===== config.mk =====
export PLATFORM = sky130hd
export DESIGN_NAME = unit_error_status_words
export DESIGN_NICKNAME = d
export VERILOG_FILES = /design/src/hw/err_stat_pkg.sv /design/src/hw/err_sync.sv /design/src/hw/unit_error_status_words.sv
export SDC_FILE = /design/constraint.sdc
export NUM_CORES = 1
export LEC_CHECK = 0
export ABC_AREA = 1
export BUFFER_PORTS_ARGS = -buffer_cell sky130_fd_sc_hd__buf_4
export CORE_MARGIN = 2
export CORE_UTILIZATION = 36
export CTS_CLUSTER_DIAMETER = 40
export DETAILED_ROUTE_END_ITERATION = 8
export SLEW_MARGIN = 20
export SYNTH_ARGS = -nofsm -noshare
export SYNTH_HDL_FRONTEND = slang
export SYNTH_HIERARCHICAL = 1
export SYNTH_SLANG_ARGS = --single-unit

===== constraint.sdc =====
create_clock -name mclk -period 2.82 [get_ports mclk]
set_input_delay 0.141 -clock mclk [delete_from_list [all_inputs] [get_ports mclk]]
set_output_delay 0.141 -clock mclk [all_outputs]
set_load 0.01 [all_outputs]

===== src/hw/err_stat_pkg.sv =====
// Constants, field layout and carrier types for the unit error status bank.
// Assumes one clock (mclk) and a plain strobe register port on the host side.
//
// How it works
// - Summary bit 0 is 1 exactly while any error (memory, setting, model data or model mismatch) shows in the detailed device error word.
// - Summary bit 1 is 1 exactly while any fault shows in the configuration error word.
// - Summary bit 3 is 1 while an external RAM error during operation exists, else 0.
// - Summary bit 4 is 1 while any programless error bit is 1, with no other summary bit set by it.
// - Summary bit 6 is 1 while the programless link has an error, else 0.
// - Detail word bits 4, 6, 9 and 12 report memory, setting, model data and model mismatch errors.
// - Config word bit 8 flags a unit attached left of the head unit and feeds summary bit 1.
// - The summary word reads at item 0000, apart from the detail word at item 0001.
`default_nettype none

package err_stat_pkg;

    localparam int DW = 16;
    localparam int AW = 8;

    // Register items
    localparam logic [AW-1:0] ADDR_SUMM = 8'h00;
    localparam logic [AW-1:0] ADDR_DETAIL = 8'h01;
    localparam logic [AW-1:0] ADDR_CFG = 8'h02;
    localparam logic [AW-1:0] ADDR_PL = 8'h03;
    localparam logic [AW-1:0] ADDR_ISTAT = 8'h10;
    localparam logic [AW-1:0] ADDR_ICLR = 8'h11;
    localparam logic [AW-1:0] ADDR_IEN = 8'h12;

    // Summary word fields
    localparam int SUM_DEV = 0;
    localparam int SUM_CFG = 1;
    localparam int SUM_RAM = 3;
    localparam int SUM_PL = 4;
    localparam int SUM_LINK = 6;

    // Detail word fields
    localparam int DET_NVM = 4;
    localparam int DET_SET = 6;
    localparam int DET_MDATA = 9;
    localparam int DET_MMIS = 12;

    // Configuration word field
    localparam int CFG_ARR = 8;

    // Used-bit masks
    localparam logic [DW-1:0] SUMM_USED = 16'h005B;
    localparam logic [DW-1:0] DET_USED = 16'h1250;
    localparam logic [DW-1:0] CFG_USED = 16'h0100;

    // Reset values
    localparam logic [DW-1:0] WORD_RST = 16'h0000;
    localparam logic [DW-1:0] IEN_RST = 16'h0000;

    localparam int SYNC_STAGES = 2;
    localparam int PL_BITS_DEF = 8;

    typedef struct packed {
        logic nvm;
        logic setting;
        logic model_data;
        logic model_mis;
        logic left_unit;
        logic ext_ram;
        logic link;
    } err_src_s;

    localparam int SRC_W = $bits(err_src_s);

    typedef struct packed {
        logic rd;
        logic wr;
        logic [AW-1:0] addr;
        logic [DW-1:0] wdata;
    } bus_req_s;

endpackage : err_stat_pkg

`default_nettype wire


===== src/hw/err_sync.sv =====
// Two-stage synchroniser for a vector of independent level signals.
// Assumes each bit is a slow level; multi-bit coherence is not kept.
`default_nettype none

module err_sync
    import err_stat_pkg::*;
#(
    parameter int W = 8
) (
    // Clock and reset
    input wire logic mclk,
    input wire logic rst_n,
    // Levels
    input wire logic [W-1:0] async_in,
    output logic [W-1:0] sync_out
);

    genvar i;
    generate
        for (i = 0; i < W; i++) begin : g_bit
            logic meta_ff;
            logic hold_ff;
            always_ff @(posedge mclk or negedge rst_n) begin
                if (!rst_n) begin
                    meta_ff <= 1'b0;
                    hold_ff <= 1'b0;
                end else begin
                    meta_ff <= async_in[i];
                    hold_ff <= meta_ff;
                end
            end
            assign sync_out[i] = hold_ff;
        end
    endgenerate

endmodule : err_sync

`default_nettype wire


===== src/hw/unit_error_status_words.sv =====
// Read-only error status bank of the communication head unit: summary,
// detail and configuration words, plus sticky interrupt status on the summary.
// Assumes error sources are asynchronous levels and the host uses one-cycle strobes.
//
// The strobed register port was left to the implementer.
`default_nettype none

module unit_error_status_words
    import err_stat_pkg::*;
#(
    parameter int PL_BITS = PL_BITS_DEF
) (
    // Clock and reset
    input wire logic mclk,
    input wire logic rst_n,
    // Error sources
    input wire err_src_s err_src,
    input wire logic [PL_BITS-1:0] pl_err,
    // Register port
    input wire bus_req_s bus_req,
    output logic [DW-1:0] rdata,
    // Interrupt
    output logic irq
);

    localparam int SW = SRC_W + PL_BITS;

    // Synchronised sources
    logic [SW-1:0] raw_in;
    logic [SW-1:0] syn;
    err_src_s src_s;
    logic [PL_BITS-1:0] pl_s;

    assign raw_in = {err_src, pl_err};
    assign src_s = syn[SW-1:PL_BITS];
    assign pl_s = syn[PL_BITS-1:0];

    err_sync #(
        .W(SW)
    ) u_sync (
        .mclk(mclk),
        .rst_n(rst_n),
        .async_in(raw_in),
        .sync_out(syn)
    );

    // Status words
    logic [DW-1:0] detail_ff;
    logic [DW-1:0] cfg_ff;
    logic [DW-1:0] summ_ff;
    logic [DW-1:0] pl_ff;
    logic [DW-1:0] nxt_detail;
    logic [DW-1:0] nxt_cfg;
    logic [DW-1:0] nxt_summ;
    logic [DW-1:0] nxt_pl;

    always_comb begin
        nxt_detail = WORD_RST;
        nxt_detail[DET_NVM] = src_s.nvm;
        nxt_detail[DET_SET] = src_s.setting;
        nxt_detail[DET_MDATA] = src_s.model_data;
        nxt_detail[DET_MMIS] = src_s.model_mis;
    end

    always_comb begin
        nxt_cfg = WORD_RST;
        nxt_cfg[CFG_ARR] = src_s.left_unit;
    end

    // Programless error bits are mirrored so the host can see which one fired
    always_comb begin
        nxt_pl = WORD_RST;
        nxt_pl[PL_BITS-1:0] = pl_s;
    end

    // Summary is built from the same-cycle detail and config values so the
    // words never disagree when read together.
    always_comb begin
        nxt_summ = WORD_RST;
        nxt_summ[SUM_DEV] = |(nxt_detail & DET_USED);
        nxt_summ[SUM_CFG] = |(nxt_cfg & CFG_USED);
        nxt_summ[SUM_RAM] = src_s.ext_ram;
        nxt_summ[SUM_PL] = |pl_s;
        nxt_summ[SUM_LINK] = src_s.link;
    end

    // Host writes never reach these flops
    always_ff @(posedge mclk or negedge rst_n) begin
        if (!rst_n) begin
            detail_ff <= WORD_RST;
            cfg_ff <= WORD_RST;
            summ_ff <= WORD_RST;
            pl_ff <= WORD_RST;
        end else begin
            detail_ff <= nxt_detail;
            cfg_ff <= nxt_cfg;
            summ_ff <= nxt_summ;
            pl_ff <= nxt_pl;
        end
    end

    // Decode
    wire hit_summ = bus_req.addr == ADDR_SUMM;
    wire hit_detail = bus_req.addr == ADDR_DETAIL;
    wire hit_cfg = bus_req.addr == ADDR_CFG;
    wire hit_pl = bus_req.addr == ADDR_PL;
    wire hit_istat = bus_req.addr == ADDR_ISTAT;
    wire hit_iclr = bus_req.addr == ADDR_ICLR;
    wire hit_ien = bus_req.addr == ADDR_IEN;
    wire wr_iclr = bus_req.wr && hit_iclr;
    wire wr_ien = bus_req.wr && hit_ien;

    // Interrupt bank: events are rising edges of summary bits
    logic [DW-1:0] ist_ff;
    logic [DW-1:0] ien_ff;
    logic irq_ff;
    logic [DW-1:0] rise;
    logic [DW-1:0] clr_mask;
    logic [DW-1:0] nxt_ist;
    logic [DW-1:0] nxt_ien;
    logic nxt_irq;

    assign rise = nxt_summ & ~summ_ff;
    assign clr_mask = wr_iclr ? bus_req.wdata : WORD_RST;
    // A new event in the clear cycle survives the clear
    assign nxt_ist = ((ist_ff & ~clr_mask) | rise) & SUMM_USED;
    assign nxt_ien = wr_ien ? (bus_req.wdata & SUMM_USED) : ien_ff;
    assign nxt_irq = |(ist_ff & ien_ff);

    always_ff @(posedge mclk or negedge rst_n) begin
        if (!rst_n) begin
            ist_ff <= WORD_RST;
            ien_ff <= IEN_RST;
            irq_ff <= 1'b0;
        end else begin
            ist_ff <= nxt_ist;
            ien_ff <= nxt_ien;
            irq_ff <= nxt_irq;
        end
    end

    // Read path: data stands only in the cycle after the strobe
    logic [DW-1:0] rdata_ff;
    logic [DW-1:0] rd_sel;
    logic [DW-1:0] nxt_rdata;

    assign rd_sel = hit_summ ? summ_ff :
                    hit_detail ? detail_ff :
                    hit_cfg ? cfg_ff :
                    hit_pl ? pl_ff :
                    hit_istat ? ist_ff :
                    hit_ien ? ien_ff :
                    WORD_RST;
    assign nxt_rdata = bus_req.rd ? rd_sel : WORD_RST;

    always_ff @(posedge mclk or negedge rst_n) begin
        if (!rst_n) begin
            rdata_ff <= WORD_RST;
        end else begin
            rdata_ff <= nxt_rdata;
        end
    end

    assign rdata = rdata_ff;
    assign irq = irq_ff;

    // Checks
    a_dev_err_sum: assert property (
        @(posedge mclk) disable iff (!rst_n)
        summ_ff[SUM_DEV] == |(detail_ff & DET_USED)
    ) else $error("summary device error bit disagrees with detail word");

    a_cfg_err_sum: assert property (
        @(posedge mclk) disable iff (!rst_n)
        summ_ff[SUM_CFG] == cfg_ff[CFG_ARR]
    ) else $error("summary config error bit disagrees with config word");

    a_ram_err_bit: assert property (
        @(posedge mclk) disable iff (!rst_n)
        src_s.ext_ram |=> summ_ff[SUM_RAM]
    ) else $error("external RAM error not shown in summary");

    a_ram_clear_bit: assert property (
        @(posedge mclk) disable iff (!rst_n)
        !src_s.ext_ram |=> !summ_ff[SUM_RAM]
    ) else $error("summary RAM bit set without error");

    a_pl_err_sum: assert property (
        @(posedge mclk) disable iff (!rst_n)
        ##1 summ_ff[SUM_PL] == (|$past(pl_s))
    ) else $error("summary programless bit wrong");

    a_pl_no_side: assert property (
        @(posedge mclk) disable iff (!rst_n)
        (|pl_s && !src_s.link) |=> !summ_ff[SUM_LINK]
    ) else $error("programless bits set another status");

    a_link_err_bit: assert property (
        @(posedge mclk) disable iff (!rst_n)
        ##1 summ_ff[SUM_LINK] == $past(src_s.link)
    ) else $error("summary link bit wrong");

    a_detail_map_bits: assert property (
        @(posedge mclk) disable iff (!rst_n)
        ##1 detail_ff == {3'h0, $past(src_s.model_mis), 2'h0, $past(src_s.model_data),
                          2'h0, $past(src_s.setting), 1'b0, $past(src_s.nvm), 4'h0}
    ) else $error("detail word layout wrong");

    a_unused_zero: assert property (
        @(posedge mclk) disable iff (!rst_n)
        ((summ_ff & ~SUMM_USED) == WORD_RST) && ((detail_ff & ~DET_USED) == WORD_RST)
    ) else $error("unused status bit is set");

    a_cfg_unused_zero: assert property (
        @(posedge mclk) disable iff (!rst_n)
        (cfg_ff & ~CFG_USED) == WORD_RST
    ) else $error("unused config bit is set");

    a_write_ignored: assert property (
        @(posedge mclk) disable iff (!rst_n)
        (bus_req.wr && (hit_summ || hit_detail)) |=> summ_ff == $past(nxt_summ)
    ) else $error("host write disturbed the summary word");

    a_arrange_flag: assert property (
        @(posedge mclk) disable iff (!rst_n)
        src_s.left_unit |=> cfg_ff[CFG_ARR] && summ_ff[SUM_CFG]
    ) else $error("illegal arrangement not flagged");

    a_arrange_clear: assert property (
        @(posedge mclk) disable iff (!rst_n)
        !src_s.left_unit |=> !cfg_ff[CFG_ARR]
    ) else $error("arrangement flag set without a left unit");

    a_pl_mirror: assert property (
        @(posedge mclk) disable iff (!rst_n)
        ##1 pl_ff[PL_BITS-1:0] == $past(pl_s)
    ) else $error("programless mirror does not follow the error bits");

    a_read_summary: assert property (
        @(posedge mclk) disable iff (!rst_n)
        (bus_req.rd && hit_summ) |=> rdata_ff == $past(summ_ff)
    ) else $error("summary item read returned wrong data");

    a_read_detail: assert property (
        @(posedge mclk) disable iff (!rst_n)
        (bus_req.rd && hit_detail) |=> rdata_ff == $past(detail_ff)
    ) else $error("detail item read returned wrong data");

    // Remaining items and the idle bus
    a_read_config: assert property (
        @(posedge mclk) disable iff (!rst_n)
        (bus_req.rd && hit_cfg) |=> rdata_ff == $past(cfg_ff)
    ) else $error("config item read returned wrong data");

    a_read_mirror: assert property (
        @(posedge mclk) disable iff (!rst_n)
        (bus_req.rd && hit_pl) |=> rdata_ff == $past(pl_ff)
    ) else $error("mirror item read returned wrong data");

    a_read_istat: assert property (
        @(posedge mclk) disable iff (!rst_n)
        (bus_req.rd && hit_istat) |=> rdata_ff == $past(ist_ff)
    ) else $error("interrupt status read returned wrong data");

    a_read_ien: assert property (
        @(posedge mclk) disable iff (!rst_n)
        (bus_req.rd && hit_ien) |=> rdata_ff == $past(ien_ff)
    ) else $error("interrupt enable read returned wrong data");

    a_read_unmapped: assert property (
        @(posedge mclk) disable iff (!rst_n)
        (bus_req.rd && !(hit_summ || hit_detail || hit_cfg || hit_pl || hit_istat || hit_ien))
            |=> rdata_ff == WORD_RST
    ) else $error("unmapped item read returned data");

    // Stale read data would let software take an old word for a fresh one
    a_rdata_idle_zero: assert property (
        @(posedge mclk) disable iff (!rst_n)
        !bus_req.rd |=> rdata_ff == WORD_RST
    ) else $error("read data not zero outside a read");

    // Interrupt bank
    a_ien_write: assert property (
        @(posedge mclk) disable iff (!rst_n)
        wr_ien |=> ien_ff == ($past(bus_req.wdata) & SUMM_USED)
    ) else $error("interrupt enable write not taken");

    a_ien_hold: assert property (
        @(posedge mclk) disable iff (!rst_n)
        !wr_ien |=> $stable(ien_ff)
    ) else $error("interrupt enable changed without a write");

    a_clear_bits: assert property (
        @(posedge mclk) disable iff (!rst_n)
        wr_iclr |=> (ist_ff & $past(bus_req.wdata) & ~$past(rise)) == WORD_RST
    ) else $error("status bit survived its clear");

    a_ist_sticky: assert property (
        @(posedge mclk) disable iff (!rst_n)
        !wr_iclr |=> (ist_ff & $past(ist_ff)) == $past(ist_ff)
    ) else $error("status bit lost without a clear");

    a_ist_set_rise: assert property (
        @(posedge mclk) disable iff (!rst_n)
        ##1 (ist_ff & $past(rise) & SUMM_USED) == ($past(rise) & SUMM_USED)
    ) else $error("summary rise did not set interrupt status");

    a_ist_no_spurious: assert property (
        @(posedge mclk) disable iff (!rst_n)
        ##1 (ist_ff & ~$past(ist_ff) & ~$past(rise)) == WORD_RST
    ) else $error("interrupt status set without an event");

    a_irq_level: assert property (
        @(posedge mclk) disable iff (!rst_n)
        ##1 irq_ff == (|($past(ist_ff) & $past(ien_ff)))
    ) else $error("interrupt level does not follow enabled status");

    a_set_beats_clr: assert property (
        @(posedge mclk) disable iff (!rst_n)
        (rise[SUM_RAM] && wr_iclr) |=> ist_ff[SUM_RAM]
    ) else $error("event lost to a clear in the same cycle");

    c_read_summary: cover property (
        @(posedge mclk) disable iff (!rst_n)
        bus_req.rd && hit_summ && summ_ff != WORD_RST
    );

    c_irq_raised: cover property (
        @(posedge mclk) disable iff (!rst_n)
        $rose(irq_ff)
    );

    c_clear_irq: cover property (
        @(posedge mclk) disable iff (!rst_n)
        irq_ff ##1 wr_iclr ##2 !irq_ff
    );

    c_arrange_err: cover property (
        @(posedge mclk) disable iff (!rst_n)
        $rose(summ_ff[SUM_CFG])
    );

    c_set_beats_clr: cover property (
        @(posedge mclk) disable iff (!rst_n)
        rise[SUM_RAM] && wr_iclr
    );

endmodule : unit_error_status_words

`default_nettype wire


==> results of run 1 <==
## worst paths after layout
path / from / to
worst max-delay path: u_sync/g_bit[12].hold_ff / ist_ff[0]
worst min-delay path: bus_req[6] / ien_ff[6]
worst max register to register: u_sync/g_bit[12].hold_ff / ist_ff[0]
worst min register to register: u_sync/g_bit[1].meta_ff / u_sync/g_bit[1].hold_ff
max in group asynchronous: rst_n / ien_ff[0]
min in group asynchronous: rst_n / u_sync/g_bit[5].hold_ff
## where the power goes
group / switching, mW / internal [mW] / total (mW)
clock network: 0.357 / 0.584 / 0.941
registers: 0.0153 / 1.03 / 1.05
logic: 0.0651 / 0.0592 / 0.124
total: 0.438 / 1.67 / 2.11
## registers in the layout, indices dropped and copies added, names as in the netlist
signal                flops
u_sync/g_bit.hold_ff     15
detail_ff                 4
ist_ff                    5
pl_ff                     8
ien_ff                    5
rdata                    11
u_sync/g_bit.meta_ff     15
irq                       1
summ_ff                   5
## through the flow
| stage | hold WS, ps | worst slack [ps] | area, µm² | instances |
|---|---|---|---|---|
| floorplan | -155 | 1610 | 2590 | 229 |
| global placement | 251 | 1600 | 2880 | 347 |
| detailed placement | 252 | 1580 | 2880 | 347 |
| CTS | 59.9 | 1650 | 3270 | 379 |
| global route | 73.2 | 1570 | 3270 | 379 |
| finish | 67.4 | 1650 | 3270 | 379 |
## routing by layer
layer | track usage [%] | vias to the layer above | wire length (µm) | share of wire (%)
li1 | - | 803 | - | -
met1 | 15.7 | 766 | 1790 | 42
met2 | 19.9 | 33 | 2140 | 50
met3 | 3.64 | 13 | 176 | 4.1
met4 | 8.95 | 0 | 142 | 3.3
met5 | 0 | - | 0 | 0
## timing repair
| action | CTS | global route |
|---|---|---|
| endpoints found under the hold margin | 84 | 0 |
| hold buffers | 16 | 0 |
| endpoints found under the setup margin | 0 | 0 |
## final cells by class
type | count | area share (%)
multi-input cells | 114 | 18.7
repair buffers | 59 | 14.7
clock inverters | 7 | 3.48
flip-flops and latches | 69 | 52.7
inverters | 25 | 2.87
clock buffers | 9 | 3.78
well taps | 96 | 3.67
## cell usage in the layout (no fill, tap or decap), types with 8 or more instances in the layout
master / netlist / routed
o21ai_1: 8 / 8
nor2_1: 8 / 8
buf_4: 20 / 43
clkbuf_8: 0 / 9
dfrtp_1: 69 / 69
dlygate4sd3_1: 0 / 16
nand2_1: 35 / 35
o21ai_0: 8 / 8
nand3_1: 19 / 19
inv_1: 20 / 20
## worst register-to-register path, delay by kind of cell (launching register included)
family           cells  cell delay, ps
DFF                  1             370
and+or+nand+nor      3             690
## cell usage after synthesis, drive strengths merged
cell and count:
nor3b 4, conb 1, nor4 2, nand3 21
nand2 39, buf 21, o211ai 1, a21oi 6
or4 1, nor3 3, a221oi 1, inv 25
o21ai 16, dfrtp 69, nor2 15
## kinds of logic (layout without fill, tap and decap cells)
kind of cell | after synthesis | in the layout | synth area share, %
buffers and inverters | 46 | 100 | 9.89
and+or+nand+nor | 85 | 85 | 17.8
DFF | 69 | 69 | 66.9
other | 1 | 5 | 0.145
AOI/OAI and AO/OA | 24 | 24 | 5.19
==> impl_metrics.toml, run 1 <==
[run_status]
outcome = "finished clean"

[worst_setup_path]
crit_buf_inv = 0
startpoint_type = "flip-flop"
ff2ff_path_depth = 3
cp-end-kind = "flip-flop"
cp.required_ps = 3050
path_max_fanout = 2
crit_family = "simple AND/OR/NAND/NOR gates"
cp_slowest_cell = "or4_1"
critical_path_depth = 3
critPathMaxStageDelay_ps = 550
cpMostUsedCell = "nand2_1"
cp_cell_sequence = "or4_1 -> nand2_1 -> nand2_1"
reg2reg_slack_ps = 1650
worstPathArrival_ps = 1400
crit_type = "flip-flop to flip-flop"

[cts]
cts_resized = 0
root_buffer = "clkbuf_8"
postCtsSetupBuffers = 0
h-tree-depth = 3
cts_tree = "yes"
numClockSinks = 69
cts.clk_slew.worst_paths_ps = 70
cts_max_path_buffers = 2
clkLatencyLatePin_ps = 340
cts_inserted_buffers = 9

[route]
ant_nets = 0
drt_pass1_iterations = 4
wirelength_mm = 4.26
wl_per_cell_um = 11.2
drc = 0
vias = 1615
viasPerCell = 4.26
drt-initial-drc-count = 80

[synth]
ys_seq_elements = 69
yosys_warnings = 6
synth_top_area_share_pct = 66.9
mappedNetlistArea_um2 = 2580
synth_cell_types = 24
synthTopCellsByArea = "dfrtp_1 67%, buf_4 5.8%, nand2_1 5.1%"
synth_top_area_cell = "dfrtp_1"
synthCells = 225
synth_seq_area_share_pct = 66.9
avgSynthCellArea_um2 = 11.5

[timing]
slew_viol_final = 0
finalSetupTns_ps = 0
period_share_pct = 41.4
period_needed_ps = 1170
fmax_mhz = 857
tightest_slew_ps = 830
skew_ps = 6.14
slew_headroom_pct = 44.7
rsz0062_at_grt = "no"
setup_viol = 0
hold_violations = 0

[pwr]
peakVddDrop_mv = 0.305
powerDensity_nw_per_um2 = 644
leakagePower_nw = 1.56
power_mw = 2.11

[grt]
grt_first_pass_wirelength_mm = 7.44
grt-ovfl-total = 0
grt_pass1_vias = 1606
grt_util_all_layers_pct = 12.9
grt_max_degree = 70
antenna_found_initial = 0

[placement]
io_buffers = 43
dp_hpwl_mm = 2.90
place_congestion = 0.870

[floorplanning]
die-area_um2 = 7860
num_rows = 30
die_w_um = 88.7
start_util_pct = 37.6
die_y_um = 88.7
core_area_um2 = 6870
io_pins = 60

[final_layout]
area_delta_synth_final_pct = 26.9
antenna_cells = 0
seq_area_um2 = 1730
fin_nets = 321
multi_input_area_um2 = 613
drive_above_1_share_pct = 27.9
n_fill_cell = 629
fin_util_pct = 47.7

[min_path]
hp-class = "input pin to flip-flop"
holdPathStages = 3

[job]
maxCapViolations = 0
No activity file was read; power rests on OpenSTA's default activity.
==> run 2, diff against run 1 <==
--- a/config.mk
+++ b/config.mk
@@ -5,7 +5,7 @@
 export SDC_FILE = /design/constraint.sdc
 export NUM_CORES = 1
 export LEC_CHECK = 0
-export ABC_AREA = 1
+export ABC_AREA = 0
 export BUFFER_PORTS_ARGS = -buffer_cell sky130_fd_sc_hd__buf_4
 export CORE_MARGIN = 2
 export CORE_UTILIZATION = 36
==> constraint.sdc (replaced) <==
create_clock -name mclk -period 1.1 [get_ports mclk]
set_input_delay 0.055 -clock mclk [delete_from_list [all_inputs] [get_ports mclk]]
set_output_delay 0.055 -clock mclk [all_outputs]
set_load 0.01 [all_outputs]
==> impl_metrics.toml, run 2 <==
[run_status]
outcome = "finished, violations left"
failed_checks = "negative setup slack"

[synth]
async_flop_share_pct = 100
ys_seq_elements = 69
synth-adder-area-share_pct = 0
synthCells = 185
yosys_warnings = 6
synth_compound_area_share_pct = 6.57
synthTopCellsByArea = "dfrtp_1 68%, buf_4 5.9%, mux2_4 3.0%"
avgSynthCellArea_um2 = 13.7
synth_top_area_cell = "dfrtp_1"
yosysMostFrequentCell = "dfrtp_1"
synth_top_area_share_pct = 68.1
synthXorXnorAreaFrac_pct = 0
synthMuxAreaShare_pct = 4.64
mappedNetlistArea_um2 = 2530
synth_commonest_cells = "69 x dfrtp_1, 20 x buf_4, 10 x o21ai_0"
synth-simple-area-share_pct = 12.6
synth_edf_count = 0
synth_seq_area_share_pct = 68.1
ys.flop_type = "dfrtp_1"
synth_top_family_by_area = "simple AND/OR/NAND/NOR gates"
synth_cell_types = 40

[pwr]
power_mw = 5.00
powerDensity_nw_per_um2 = 1450
peakVddDrop_mv = 0.842
leakagePower_nw = 1.58

[worst_setup_path]
cp-end-kind = "flip-flop"
ff2ff_path_depth = 4
worstPathArrival_ps = 1560
cp.required_ps = 1330
startpoint_type = "input pin"
cpMostUsedCell = "buf_6"
crit_type = "input pin to flip-flop"
reg2reg_slack_ps = -220
cp_cell_sequence = "buf_6 -> or4_4 -> nor4b_4 -> and3_1 -> buf_6 -> mux2_4"
path_max_fanout = 5
reg2reg_from = "summ_ff[1]"
cp_slowest_cell = "or4_4"
critPathMaxStageDelay_ps = 550
r2r_end = "rdata[1]"

[timing]
finalSetupTns_ps = -2040
skew_ps = 8.07
setup_viol = 14
period_share_pct = 121
fmax_mhz = 751
setup_slack_ps = -232
period_needed_ps = 1330
rsz0062_at_grt = "yes"
slew_viol_final = 0
hold_violations = 0

[final_layout]
design_area_um2 = 3460
final_common_cell = "dfrtp_1"
antenna_cells = 0
fin_nets = 303
area_delta_synth_final_pct = 36.5
fin_util_pct = 50.9
final_cell_mix = "69 x dfrtp_1, 58 x buf_4, 21 x dlygate4sd3_1, 10 x clkbuf_8"
drive_above_1_share_pct = 38.9

[cts]
clkLatencyLatePin_ps = 350
cts.clk_slew.worst_paths_ps = 80
cts_tree = "yes"
root_buffer = "clkbuf_8"
cts_inserted_buffers = 9
cts_max_path_buffers = 2
numClockSinks = 69
h-tree-depth = 3

[floorplanning]
die_y_um = 87.9
die-area_um2 = 7720
io_pins = 60
core_area_um2 = 6790
die_w_um = 87.9
start_util_pct = 37.3
num_rows = 30

[route]
ant_nets = 0
vias = 1570
drt_pass1_iterations = 4
wirelength_mm = 4.66
drt-initial-drc-count = 58
wl_per_cell_um = 12.9
drc = 0
viasPerCell = 4.35

[placement]
dp_hpwl_mm = 3.09
io_buffers = 43
pre_cts_slack_ps = -627
placed_area_um2 = 2990
place_congestion = 0.748

[grt]
grt_first_pass_wirelength_mm = 7.53
grt-ovfl-total = 0
antenna_found_initial = 0
grt_pass1_vias = 1586
grt_util_all_layers_pct = 13.5
grt_max_degree = 70

[min_path]
min_to = "rdata[8]"
hp-class = "input pin to flip-flop"
holdPathStages = 3
hp-start = "bus_req[17]"

[job]
maxCapViolations = 0
run 2: what timing repair did:
| action | CTS | global route |
|---|---|---|
| hold buffers | 21 | 0 |
| setup endpoints to repair | 16 | 15 |
| setup buffers | 2 | 2 |
| hold endpoints to repair | 89 | 0 |
| pin swaps | 3 | 4 |
| gates resized for setup | 12 | 2 |
run 2: area by class of cell:
cell class,instances,area (µm²)
inverter,5,18.8
multi-input combinational,89,667
fill,596,3340
timing repair buffer,86,742
clock inverter,6,46.3
tap,96,120
clock buffer,10,138
sequential,69,1730
run 2: how the worst max path moves through the flow:
stage / start / endpoint / slack (ps)
2_1_floorplan: bus_req[23] / ien_ff[0] / -490
5_1_grt: bus_req[23] / ien_ff[4] / -270
4_1_cts: summ_ff[1] / rdata[1] / -250
3_5_place_dp: bus_req[23] / ien_ff[4] / -630
6_report: bus_req[23] / ien_ff[4] / -230
3_3_place_gp: bus_req[23] / ien_ff[3] / -600
run 2: cell families (layout without fill, tap and decap cells):
kind of cell / count (synthesis) / after routing
AO/OA/AOI/OAI: 26 / 26
flip-flops: 69 / 69
other: 1 / 5
buffers and inverters: 31 / 107
AND/OR/NAND/NOR: 49 / 49
multiplexers: 9 / 9
run 2: where the power goes:
group / internal (mW) / leakage (nW) / switching, mW
clock network: 0.893 / 0.0893 / 0.984
registers: 2.64 / 0.822 / 0.0437
logic: 0.247 / 0.667 / 0.194
total: 3.78 / 1.58 / 1.22
run 2: metal layers:
| layer | up-vias | global-route usage [%] | part of all wire, % |
|---|---|---|---|
| li1 | 765 | - | - |
| met1 | 749 | 16.0 | 43 |
| met2 | 46 | 21.8 | 49 |
| met3 | 10 | 5.00 | 5.8 |
| met4 | 0 | 6.71 | 1.8 |
| met5 | - | 0 | 0 |
run 2: metrics by stage:
stage | instances | hold slack [ps]
floorplan | 189 | -241
global placement | 322 | 85.1
detailed placement | 322 | 84.6
CTS | 360 | 11.1
global route | 361 | 11.8
finish | 361 | 23.7
run 2: worst max-delay path: cells and delay by family:
family | cells | cell delay [ps]
simple gates | 3 | 990
mux | 1 | 300
buf+inv | 2 | 220
==> run 3, diff against run 2 <==
--- a/config.mk
+++ b/config.mk
@@ -6,11 +6,12 @@
 export NUM_CORES = 1
 export LEC_CHECK = 0
 export ABC_AREA = 0
-export BUFFER_PORTS_ARGS = -buffer_cell sky130_fd_sc_hd__buf_4
 export CORE_MARGIN = 2
 export CORE_UTILIZATION = 36
 export CTS_CLUSTER_DIAMETER = 40
 export DETAILED_ROUTE_END_ITERATION = 8
+export DONT_BUFFER_PORTS = 1
+export SETUP_SLACK_MARGIN = 0.1
 export SLEW_MARGIN = 20
 export SYNTH_ARGS = -nofsm -noshare
 export SYNTH_HDL_FRONTEND = slang
==> impl_metrics.toml, run 3 (synthesis results as in run 2) <==
[run_status]
outcome = "finished, violations left"
failed_checks = "negative hold slack, negative setup slack"

[cts]
cts_tree = "yes"
cts_inserted_buffers = 9
clkLatencyLatePin_ps = 340
cts_max_path_buffers = 2
root_buffer = "clkbuf_8"
cts.clk_slew.worst_paths_ps = 70
h-tree-depth = 3
numClockSinks = 69

[grt]
antenna_found_initial = 0
grt_util_all_layers_pct = 13.1
grt-ovfl-total = 0
grt_pass1_vias = 1401
grt_first_pass_wirelength_mm = 7.09
grt_max_degree = 70

[floorplanning]
io_pins = 60
num_rows = 30
die-area_um2 = 7720
die_y_um = 87.9
core_area_um2 = 6790
start_util_pct = 37.3
die_w_um = 87.9

[pwr]
comb_power_share_pct = 4.2
switchingPower_mw = 1.04
intPower_mw = 4.11
pwr-share-clk_pct = 43.6
powerDensity_nw_per_um2 = 1670
power_frac_seq_pct = 52.2
power_mw = 5.15
peakVddDrop_mv = 0.971
netSwitchingFraction_pct = 20.3
leakagePower_nw = 1.34

[route]
met2WireLength_mm = 2.08
vias = 1405
route.met3.wl_um = 285
drt-initial-drc-count = 100
routedLengthMet1_mm = 1.97
wirelength_mm = 4.42
drt_pass1_iterations = 4
ant_nets = 0
topRoutingLayerUsed = "met4"
viasPerCell = 4.56
wl_per_cell_um = 14.4
drc = 0

[worst_setup_path]
worstPathArrival_ps = 1470
cp-end-kind = "flip-flop"
cp-startpoint = "bus_req[23]"
path_max_fanout = 5
r2r_end = "rdata[1]"
startpoint_type = "input pin"
crit_type = "input pin to flip-flop"
cp.required_ps = 1320
reg2reg_from = "summ_ff[1]"
reg2reg_slack_ps = -140
ff2ff_path_depth = 4

[final_layout]
final_common_cell = "dfrtp_1"
n_fill_cell = 606
antenna_cells = 0
fin_nets = 251
final_cell_mix = "69 x dfrtp_1, 23 x dlygate4sd3_1, 10 x clkbuf_8, 8 x o21ai_0"
drive_above_1_share_pct = 22.6
area_delta_synth_final_pct = 21.8

[timing]
period_needed_ps = 1250
skew_ps = 10.8
hold_slack_ps = -598
period_share_pct = 114
setup_viol = 10
rsz0062_at_grt = "yes"
setup_slack_ps = -150
fmax_mhz = 800
hold_violations = 79
slew_viol_final = 0

[placement]
place_congestion = 0.801
io_buffers = 0
dp_hpwl_mm = 2.88

[min_path]
hp-class = "input pin to asynchronous set/reset pin"

[job]
maxCapViolations = 0
[run 3: final cells by class]
class                   instances  area [µm²]  area share [%]
repair buffers                 34         329            10.7
multi-input cells              89         669            21.7
flip-flops and latches         69        1730            55.9
inverters                       5        18.8           0.608
clock inverters                 5        85.1            2.76
well taps                      96         120            3.89
clock buffers                  10         138            4.46
[run 3: layer usage]
metal / GRT usage [%] / up-vias
li1: - / 660
met1: 16.1 / 693
met2: 19.4 / 43
met3: 5.84 / 9
met4: 6.71 / 0
met5: 0 / -
[run 3: how the worst max path moves through the flow]
stage                            to  slack, ps  depth (start not counted)
after floorplan           ien_ff[0]       -490                          5
after global placement    ien_ff[1]       -480                          5
after detailed placement  ien_ff[4]       -520                          5
after CTS                  rdata[1]       -190                          4
after global routing       rdata[1]       -250                          4
final                     ien_ff[1]       -150                          5
[run 3: what timing repair did]
item	CTS	global route
pin swaps	4	4
setup buffers	3	0
setup endpoints to repair	15	20
resized for setup	10	4
hold endpoints to repair	104	78
cloned	0	0
hold buffers	22	2
[run 3: critical path: stages]
cell and delay [ps]:
or4_4 550, nor4b_4 240, and3_1 200, buf_6 130, mux2_4 300
[run 3: metrics by stage]
stage | TNS [ps] | utilization, % | cells | cell area [µm²] | worst slack (ps)
CTS | -966 | 44.9 | 306 | 3050 | -186
global route | -1580 | 45.4 | 308 | 3090 | -249
floorplan | -3020 | - | 189 | 2560 | -485
detailed placement | -5050 | 37.6 | 267 | 2550 | -517
finish | -983 | 45.4 | 308 | 3090 | -150
global placement | -4840 | 37.6 | 267 | 2550 | -481
[run 3: power groups by stage]
| stage | Clock (mW) | Sequential [mW] | Combinational [mW] |
|---|---|---|---|
| 6_report | 2.24 | 2.69 | 0.218 |
| 5_1_grt | 2.46 | 2.70 | 0.239 |
| 2_1_floorplan | 0 | 2.72 | 0.179 |
| 4_1_cts | 2.31 | 2.69 | 0.205 |
| 3_3_place_gp | 0 | 2.73 | 0.128 |
| 3_5_place_dp | 0 | 2.74 | 0.129 |
